[src/include/ext_wait_pkg.sv]
// Package: register map, field layout, reset values and carriers of the wait controller
package ext_wait_pkg;

   // Register indices; byte address is four times the index
   localparam logic [33:0] DATA_WAIT_LOW_IDX = 34'h0_ffff_f060;
   localparam logic [33:0] DATA_WAIT_HIGH_IDX = 34'h0_ffff_f06a;
   localparam logic [33:0] PAGE_ROM_WAIT_IDX = 34'h0_ffff_f070;
   localparam logic [33:0] DRAM_TIMING_IDX = 34'h0_ffff_f071;
   localparam logic [33:0] REFRESH_WAIT_IDX = 34'h0_ffff_f072;
   localparam logic [33:0] DRAM_TYPE_IDX = 34'h0_ffff_f073;
   localparam logic [33:0] WAIT_STATUS_IDX = 34'h0_ffff_f074;
   localparam int IDX_LSB = 2;
   localparam int IDX_BITS = 10;

   // Reset values
   localparam logic [15:0] DATA_WAIT_LOW_RST = 16'hffff;
   localparam logic [7:0] DATA_WAIT_HIGH_RST = 8'hff;
   localparam logic [2:0] PAGE_ROM_WAIT_RST = 3'h7;
   localparam logic [31:0] DRAM_TIMING_RST = 32'hffff_ffff;
   localparam logic [4:0] REFRESH_WAIT_RST = 5'h1f;
   localparam logic [3:0] DRAM_TYPE_RST = 4'h0;

   // Field positions inside one byte of the DRAM timing register
   localparam int DRAM_RAS_PRE_LSB = 0;
   localparam int DRAM_ROW_HOLD_LSB = 2;
   localparam int DRAM_CAS_PRE_LSB = 4;
   localparam int DRAM_DATA_LSB = 6;
   // Field positions inside the refresh register
   localparam int REF_RAS_PRE_LSB = 0;
   localparam int REF_RAS_ACT_LSB = 2;
   // Field positions inside the status register
   localparam int STAT_STATE_LSB = 0;
   localparam int STAT_CNT_LSB = 2;
   localparam int STAT_EXT_BIT = 5;
   localparam int STAT_DONE_LSB = 8;

   // AHB encodings
   localparam logic [2:0] HSIZE_HALF = 3'h1;

   typedef enum logic [1:0] {
      ST_IDLE = 2'b00,
      ST_FIRST = 2'b01,
      ST_WAIT = 2'b10
   } bus_state_t;

   typedef enum logic [3:0] {
      K_INT_MEM = 4'b0000,
      K_PERIPH = 4'b0001,
      K_SRAM_ROM_IO = 4'b0010,
      K_PAGE_OFF = 4'b0011,
      K_PAGE_ON = 4'b0100,
      K_DRAM_RAS_PRE = 4'b0101,
      K_DRAM_ROW_HOLD = 4'b0110,
      K_DRAM_CAS_PRE = 4'b0111,
      K_DRAM_DATA = 4'b1000,
      K_REF_RAS_PRE = 4'b1001,
      K_REF_RAS_ACT = 4'b1010
   } wait_kind_t;

   // Request from the bus sequencer for one wait phase
   typedef struct packed {
      logic start;
      wait_kind_t kind;
      logic [2:0] block;
      logic [1:0] dram_sel;
      logic write;
      logic off_page;
   } wait_req_t;

   // Answer to the bus sequencer
   typedef struct packed {
      logic in_wait;
      logic done;
      logic [2:0] waits;
   } wait_ans_t;

endpackage : ext_wait_pkg
[src/hdl/ext_wait_ctrl.sv]
// Wait-state controller of the external bus with its AHB-Lite register slave
module ext_wait_ctrl
   import ext_wait_pkg::*;
(
   // Clock, reset, enable
   input wire logic clk_sys,
   input wire logic arst_n,
   input wire logic clk_en,
   // AHB-Lite slave
   input wire logic hsel,
   input wire logic [31:0] haddr,
   input wire logic [1:0] htrans,
   input wire logic hwrite,
   input wire logic [2:0] hsize,
   input wire logic [31:0] hwdata,
   input wire logic hready,
   output logic [31:0] hrdata,
   output logic hreadyout,
   output logic hresp,
   // Bus sequencer side
   input wire wait_req_t wait_req,
   output wait_ans_t wait_ans,
   // Peripheral wait request and external wait pin
   input wire logic periph_wait,
   input wire logic ext_wait_n
);

   typedef struct packed {
      bus_state_t st;
      logic [2:0] cnt;
      logic ext_ok;
      logic periph;
      logic sync1;
      logic sync2;
      logic [15:0] low;
      logic [7:0] high;
      logic [2:0] page_rom_wait_config;
      logic [31:0] drc;
      logic [3:0] edo;
      logic [4:0] refresh_wait_config;
      logic ap_valid;
      logic ap_write;
      logic ap_wide;
      logic [1:0] ap_lane;
      logic [IDX_BITS-1:0] ap_idx;
      logic in_wait;
      logic done;
      logic [2:0] waits;
      logic [7:0] done_cnt;
   } ctl_t;

   localparam logic [IDX_BITS-1:0] LOW_I = DATA_WAIT_LOW_IDX[IDX_BITS-1:0];
   localparam logic [IDX_BITS-1:0] HIGH_I = DATA_WAIT_HIGH_IDX[IDX_BITS-1:0];
   localparam logic [IDX_BITS-1:0] PRC_I = PAGE_ROM_WAIT_IDX[IDX_BITS-1:0];
   localparam logic [IDX_BITS-1:0] DRC_I = DRAM_TIMING_IDX[IDX_BITS-1:0];
   localparam logic [IDX_BITS-1:0] RWC_I = REFRESH_WAIT_IDX[IDX_BITS-1:0];
   localparam logic [IDX_BITS-1:0] EDO_I = DRAM_TYPE_IDX[IDX_BITS-1:0];
   localparam logic [IDX_BITS-1:0] STAT_I = WAIT_STATUS_IDX[IDX_BITS-1:0];

   ctl_t s_q;
   ctl_t s_d;
   logic [2:0] blk_cnt;
   logic [7:0] drc_byte;
   logic [2:0] sel_cnt;
   logic sel_ext;
   logic sel_periph;
   logic ext_req;
   logic more;
   logic [15:0] wdat;

   // Per-block data wait count from the split registers
   always_comb begin
      blk_cnt = {s_q.high[wait_req.block],
                 s_q.low[{wait_req.block, 1'b1}],
                 s_q.low[{wait_req.block, 1'b0}]};
      drc_byte = s_q.drc[{wait_req.dram_sel, 3'b000} +: 8];
   end

   // Count, pin honouring and peripheral selection by cycle type
   always_comb begin
      sel_cnt = 3'h0;
      sel_ext = 1'b0;
      sel_periph = 1'b0;
      case (wait_req.kind)
         K_INT_MEM: begin
            sel_cnt = 3'h0;
         end
         K_PERIPH: begin
            sel_periph = 1'b1;
         end
         K_SRAM_ROM_IO, K_PAGE_OFF: begin
            sel_cnt = blk_cnt;
            sel_ext = 1'b1;
         end
         K_PAGE_ON: begin
            sel_cnt = s_q.page_rom_wait_config;
            sel_ext = 1'b1;
         end
         K_DRAM_RAS_PRE: begin
            sel_cnt = {1'b0, drc_byte[DRAM_RAS_PRE_LSB +: 2]};
         end
         K_DRAM_ROW_HOLD: begin
            sel_cnt = {1'b0, drc_byte[DRAM_ROW_HOLD_LSB +: 2]};
            sel_ext = wait_req.write & wait_req.off_page & ~s_q.edo[wait_req.dram_sel];
         end
         K_DRAM_CAS_PRE: begin
            sel_cnt = {1'b0, drc_byte[DRAM_CAS_PRE_LSB +: 2]};
         end
         K_DRAM_DATA: begin
            sel_cnt = {1'b0, drc_byte[DRAM_DATA_LSB +: 2]};
            sel_ext = ~wait_req.write & wait_req.off_page & ~s_q.edo[wait_req.dram_sel];
         end
         K_REF_RAS_PRE: begin
            sel_cnt = {1'b0, s_q.refresh_wait_config[REF_RAS_PRE_LSB +: 2]};
         end
         K_REF_RAS_ACT: begin
            sel_cnt = s_q.refresh_wait_config[REF_RAS_ACT_LSB +: 3];
         end
         default: begin
            sel_cnt = 3'h0;
         end
      endcase
   end

   // Pin wait is only looked at in the first state and wait states of an honouring cycle
   assign ext_req = s_q.ext_ok & ~s_q.sync2;
   // Programmed waits OR pin waits, so the longer of the two wins
   assign more = s_q.periph ? periph_wait : ((s_q.cnt != 3'h0) | ext_req);
   assign wdat = s_q.ap_lane[1] ? hwdata[31:16] : hwdata[15:0];

   // Next state of the whole block
   always_comb begin
      s_d = s_q;
      s_d.done = 1'b0;
      // Two flops on the asynchronous pin; only the second one is read
      s_d.sync1 = ext_wait_n;
      s_d.sync2 = s_q.sync1;
      case (s_q.st)
         ST_IDLE: begin
            s_d.in_wait = 1'b0;
            if (wait_req.start) begin
               s_d.st = ST_FIRST;
               s_d.cnt = sel_cnt;
               s_d.ext_ok = sel_ext;
               s_d.periph = sel_periph;
               s_d.waits = 3'h0;
            end
         end
         ST_FIRST, ST_WAIT: begin
            if (more) begin
               // Another wait state; the pin can hold the cycle indefinitely
               s_d.st = ST_WAIT;
               s_d.in_wait = 1'b1;
               s_d.cnt = (s_q.cnt != 3'h0) ? s_q.cnt - 3'h1 : 3'h0;
               s_d.waits = (s_q.waits != 3'h7) ? s_q.waits + 3'h1 : s_q.waits;
            end else begin
               s_d.st = ST_IDLE;
               s_d.in_wait = 1'b0;
               s_d.done = 1'b1;
               s_d.ext_ok = 1'b0;
               s_d.periph = 1'b0;
               s_d.done_cnt = s_q.done_cnt + 8'h01;
            end
         end
         default: begin
            s_d.st = ST_IDLE;
         end
      endcase

      // AHB data phase write; narrow writes to the low register are dropped
      if (s_q.ap_valid && s_q.ap_write) begin
         case (s_q.ap_idx)
            LOW_I: begin
               if (s_q.ap_wide && !s_q.ap_lane[0]) begin
                  s_d.low = wdat;
               end
            end
            HIGH_I: begin
               if (s_q.ap_lane == 2'b00) begin
                  s_d.high = hwdata[7:0];
               end
            end
            PRC_I: begin
               s_d.page_rom_wait_config = hwdata[2:0];
            end
            DRC_I: begin
               s_d.drc = hwdata;
            end
            RWC_I: begin
               s_d.refresh_wait_config = hwdata[4:0];
            end
            EDO_I: begin
               s_d.edo = hwdata[3:0];
            end
            default: begin
               s_d.page_rom_wait_config = s_q.page_rom_wait_config;
            end
         endcase
      end

      // AHB address phase capture
      if (hready) begin
         s_d.ap_valid = hsel & htrans[1];
         s_d.ap_write = hwrite;
         s_d.ap_wide = (hsize >= HSIZE_HALF);
         s_d.ap_lane = haddr[1:0];
         s_d.ap_idx = haddr[IDX_LSB +: IDX_BITS];
      end
   end

   // State register; clock enable freezes everything
   always_ff @(posedge clk_sys or negedge arst_n) begin
      if (!arst_n) begin
         s_q <= '0;
         s_q.st <= ST_IDLE;
         s_q.sync1 <= 1'b1;
         s_q.sync2 <= 1'b1;
         s_q.low <= DATA_WAIT_LOW_RST;
         s_q.high <= DATA_WAIT_HIGH_RST;
         s_q.page_rom_wait_config <= PAGE_ROM_WAIT_RST;
         s_q.drc <= DRAM_TIMING_RST;
         s_q.refresh_wait_config <= REFRESH_WAIT_RST;
         s_q.edo <= DRAM_TYPE_RST;
      end else if (clk_en) begin
         s_q <= s_d;
      end
   end

   // Read mux over flops, answered in the data phase with no wait
   always_comb begin
      hrdata = 32'h0;
      if (s_q.ap_valid && !s_q.ap_write) begin
         case (s_q.ap_idx)
            LOW_I: hrdata = {16'h0, s_q.low};
            HIGH_I: hrdata = {24'h0, s_q.high};
            PRC_I: hrdata = {29'h0, s_q.page_rom_wait_config};
            DRC_I: hrdata = s_q.drc;
            RWC_I: hrdata = {27'h0, s_q.refresh_wait_config};
            EDO_I: hrdata = {28'h0, s_q.edo};
            STAT_I: begin
               hrdata[STAT_STATE_LSB +: 2] = s_q.st;
               hrdata[STAT_CNT_LSB +: 3] = s_q.cnt;
               hrdata[STAT_EXT_BIT] = s_q.sync2;
               hrdata[STAT_DONE_LSB +: 8] = s_q.done_cnt;
            end
            default: hrdata = 32'h0;
         endcase
      end
   end

   // Zero-wait OKAY slave
   assign hreadyout = 1'b1;
   assign hresp = 1'b0;

   // Answer to the sequencer straight from flops
   assign wait_ans.in_wait = s_q.in_wait;
   assign wait_ans.done = s_q.done;
   assign wait_ans.waits = s_q.waits;

endmodule : ext_wait_ctrl

[config.mk]
export PLATFORM = sky130hd
export DESIGN_NAME = ext_wait_ctrl
export DESIGN_NICKNAME = d
export VERILOG_FILES = /design/src/include/ext_wait_pkg.sv /design/src/hdl/ext_wait_ctrl.sv
export SDC_FILE = /design/constraint.sdc
export NUM_CORES = 1
export LEC_CHECK = 0
export BUFFER_PORTS_ARGS = -buffer_cell sky130_fd_sc_hd__clkbuf_2
export CORE_ASPECT_RATIO = 1.25
export CORE_MARGIN = 1.5
export CORE_UTILIZATION = 51
export CTS_BUF_LIST = sky130_fd_sc_hd__clkbuf_4 sky130_fd_sc_hd__clkbuf_8
export DETAILED_ROUTE_END_ITERATION = 6
export HOLD_SLACK_MARGIN = 0.06
export PLACE_DENSITY = 0.79
export SLEW_MARGIN = 20
export SYNTH_ARGS = -nofsm -noshare
export SYNTH_HDL_FRONTEND = slang
export SYNTH_SLANG_ARGS = --single-unit
[constraint.sdc]
create_clock -name clk_sys -period 2.03 [get_ports clk_sys]
set_input_delay 0 -clock clk_sys [delete_from_list [all_inputs] [get_ports clk_sys]]
set_output_delay 0 -clock clk_sys [all_outputs]
set_load 0.1 [all_outputs]
==> reports/qor.yml <==
ir_drop_mv: 0.759
cap_violations: 0
antenna_cells: 0
detailed_place_hpwl_um: 12600
grt_util_met3_pct: 7.24
synthCells: 506
fp.dieW_um: 99.1
ys_ff_latch: 105
die_y_um: 123
period_needed_ps: 2400
rr_startpoint: "s_q[16]"
synth_top_family_by_area: "multiplexers"
finalClockSkew_ps: 15.0
cts_buffer_depth: 2
synth.area.mux_share_pct: 23.4
finalPower_mw: 5.40
required_ps: 2030
antenna_found_initial: 1
yosys.area_share.xor_xnor_pct: 1.19
crit_fanout: 5
grt_pass1_wl_um: 29800
grt-ovfl-total: 0
dr.pass1.iters: 7
core_mm2: 0.0112
synth-main-ff-cell: "dfstp_2"
tightest_slew_ps: 626
whs_path_depth: 2
grtUsageMet2_pct: 54.8
cp_data_arrival_time_ps: 2400
grt_use_total_pct: 32.3
start_util_pct: 52.6
nets: 778
hp-start: "wait_req[7]"
cts_tree: "yes"
io_buffers: 104
cts_htree_levels: 3
synth-edff-count: 0
wirelength_um: 19800
setup_viol: 33
drtIter0Drc: 705
synth-simple-area-share_pct: 13.3
fmax_ghz: 0.417
async_flop_share_pct: 100
worstSetupPathType: "reg2out"
synth_nets: 601
drt-wirelength-per-cell_um: 24.1
rsz0062_at_grt: "true"
clk_latency_ps: 380
final_cells: 823
drive_gt1_share_pct: 54.9
finalSetupTns_ps: -5540
clkTransAtPathRegs_ps: 100
hp-class: "in2reg"
vias: 5342
yosys_warnings: 0
syn-cell-area_mm2: 0.00589
start_kind: "flop"
synth_fa_ha_area_share_pct: 1.28
synthToLayoutAreaGrowth_pct: 41.6
failed_checks: "setup timing"
power.density_mw_per_mm2: 648
grt_max_degree: 67
dieArea_mm2: 0.0122
max_slew_margin_pct: 58.1
ioPinCount: 128
power_leakage_nw: 3.48
status: "finished with violations"
setup_slack_ps: -369
drc_errors: 0
grtUsageMet1_pct: 38.0
ant_nets: 0
rr_worst_depth: 8
hold_end: "s_q[98]"
hold_viol: 0
yosysUniqueCellTypes: 53
final-max-slew-violation-count: 0
numClockSinks: 105
r2r_end: "s_q[83]"
grt_pass1_vias: 5598
numCtsBuffers: 9
multi_input_area_mm2: 0.00327
routabilityCongestion: 0.914
clockRootBuffer: "clkbuf_8"
period_share_pct: 118
fillCellCount: 702
ys_seq_area_share_pct: 46.0
grt_busiest_layer: "met2"
num_rows: 43
regArea_mm2: 0.00271
r2r_slack_ps: -20
synth_compound_area_share_pct: 10.7
critPathCaptureType: "output port"
viasPerCell: 6.49
avgSynthCellArea_um2: 11.6
dp.cells: 748
-- cell usage after synthesis (2+ instances only) --
library cell   n  area, um2
buf_4          9       67.6
o31ai_1        2       15.0
conb_1         2       7.51
a222oi_1      16        160
xor2_1         3       26.3
dfrtp_1       39        976
nor2_1        35        131
nand2_1       35        131
a31oi_1        5       31.3
a2bb2oi_1      4       35.0
or3_1          2       12.5
nor4_4         2       42.5
buf_2          6       30.0
a21oi_1       10       50.1
a22oi_1        3       22.5
nand3b_1       4       30.0
nor3b_1        4       30.0
buf_1          2       7.51
nor2b_1        7       43.8
o221ai_1       2       17.5
a32oi_1        4       35.0
o21ai_0       12       60.1
nand2b_1       6       37.5
a21oi_2       14        123
a32o_1         2       20.0
nor3_1         7       35.0
nand4b_1       2       17.5
buf_6          2       22.5
a211oi_1       2       15.0
nand4_1        5       31.3
inv_1          9       33.8
nand3_1        4       20.0
dfstp_2       66       1730
mux4_2        15        338
mux2_1         3       33.8
and3_1        23        144
clkbuf_1      19       71.3
nor4_1         2       12.5
xnor2_1        5       43.8
or2_2          4       25.0
mux2_2        67        754
mux2i_1       25        250
ha_1           6       75.1
-- cell families after synthesis --
| family | count (synthesis) |
|---|---|
| simple gates | 146 |
| mux | 110 |
| flops | 105 |
| compound gates | 82 |
| buf+inv | 47 |
| xor+xnor | 8 |
| fa+ha+maj | 6 |
| other cells | 2 |
-- worst max-delay path, stage by stage (launching register included) --
cell and delay, ps:
dfrtp_1 410, buf_4 170, xor2_1 180, o21a_1 260, nor3_4 270, o31ai_4 140
buf_12 180, a31oi_4 190, buf_12 200
-- placed cells by master, fill, tap and decap left out, drive strengths merged, types with 5 or more instances in the layout --
cell type / count
dlygate4sd3: 56
dfrtp: 39
a222oi: 16
a31oi: 5
and3: 27
nand2b: 6
clkbuf: 85
buf: 72
o21ai: 12
nor2b: 7
inv: 9
xnor2: 5
mux4: 15
nor2: 35
dfstp: 66
nand4: 5
mux2i: 25
mux2: 70
nor3: 7
ha: 6
a21oi: 24
nand2: 35
-- sequential cells by signal, indices dropped and copies added, names as in the netlist --
register / flops
s_q: 99
wait_ans: 5
s_d: 1
-- worst max-delay path by stage --
stage / from / endpoint / slack [ps] / cells past startpoint
2_1_floorplan: s_q[14] / hrdata[3] / -50 / 6
3_3_place_gp: s_q[18] / hrdata[10] / 50 / 8
3_5_place_dp: s_q[22] / s_q[30] / -20 / 6
4_1_cts: s_q[21] / hrdata[4] / -310 / 8
5_1_grt: s_q[21] / hrdata[4] / -450 / 8
6_report: s_q[15] / hrdata[4] / -370 / 8
-- area by class of cell --
cell class / instances / area share [%]
clock inverter: 3 / 0.210
inverter: 9 / 0.405
sequential: 105 / 32.5
tap: 135 / 2.03
timing repair buffer: 200 / 23.7
multi-input combinational: 358 / 39.2
clock buffer: 13 / 1.92
-- layer usage --
metal	wire length (um)	part of all wire, %
met3	1770	9.0
met4	1390	7.0
met1	6970	35
met2	9680	49
met5	0	0
-- what timing repair did --
| item | in CTS | in global routing |
|---|---|---|
| setup endpoints to repair | 40 | 58 |
| pin swaps | 22 | 8 |
| hold buffers | 56 | 0 |
| gates cloned | 4 | 1 |
| endpoints found under the hold margin | 168 | 0 |
| resized for setup | 15 | 7 |
| buffers inserted | 5 | 5 |
-- through the flow --
stage               area (um2)  util, %  hold WS (ps)  worst slack [ps]
global placement          7470     66.8          -167              49.1
finish                    8330     74.5          85.4              -369
floorplan                 6130        -          -296             -49.3
CTS                       8260     73.8          80.2              -310
global route              8330     74.5           103              -448
detailed placement        7470     66.8          -166             -21.1
-- power breakdown --
group / internal (mW) / switching [mW] / total [mW] / leakage (nW)
Clock: 0.519 / 0.731 / 1.25 / 0.0937
Combinational: 0.621 / 1.03 / 1.65 / 2.22
Sequential: 2.28 / 0.212 / 2.49 / 1.17
(Power assumes the default switching activity.)
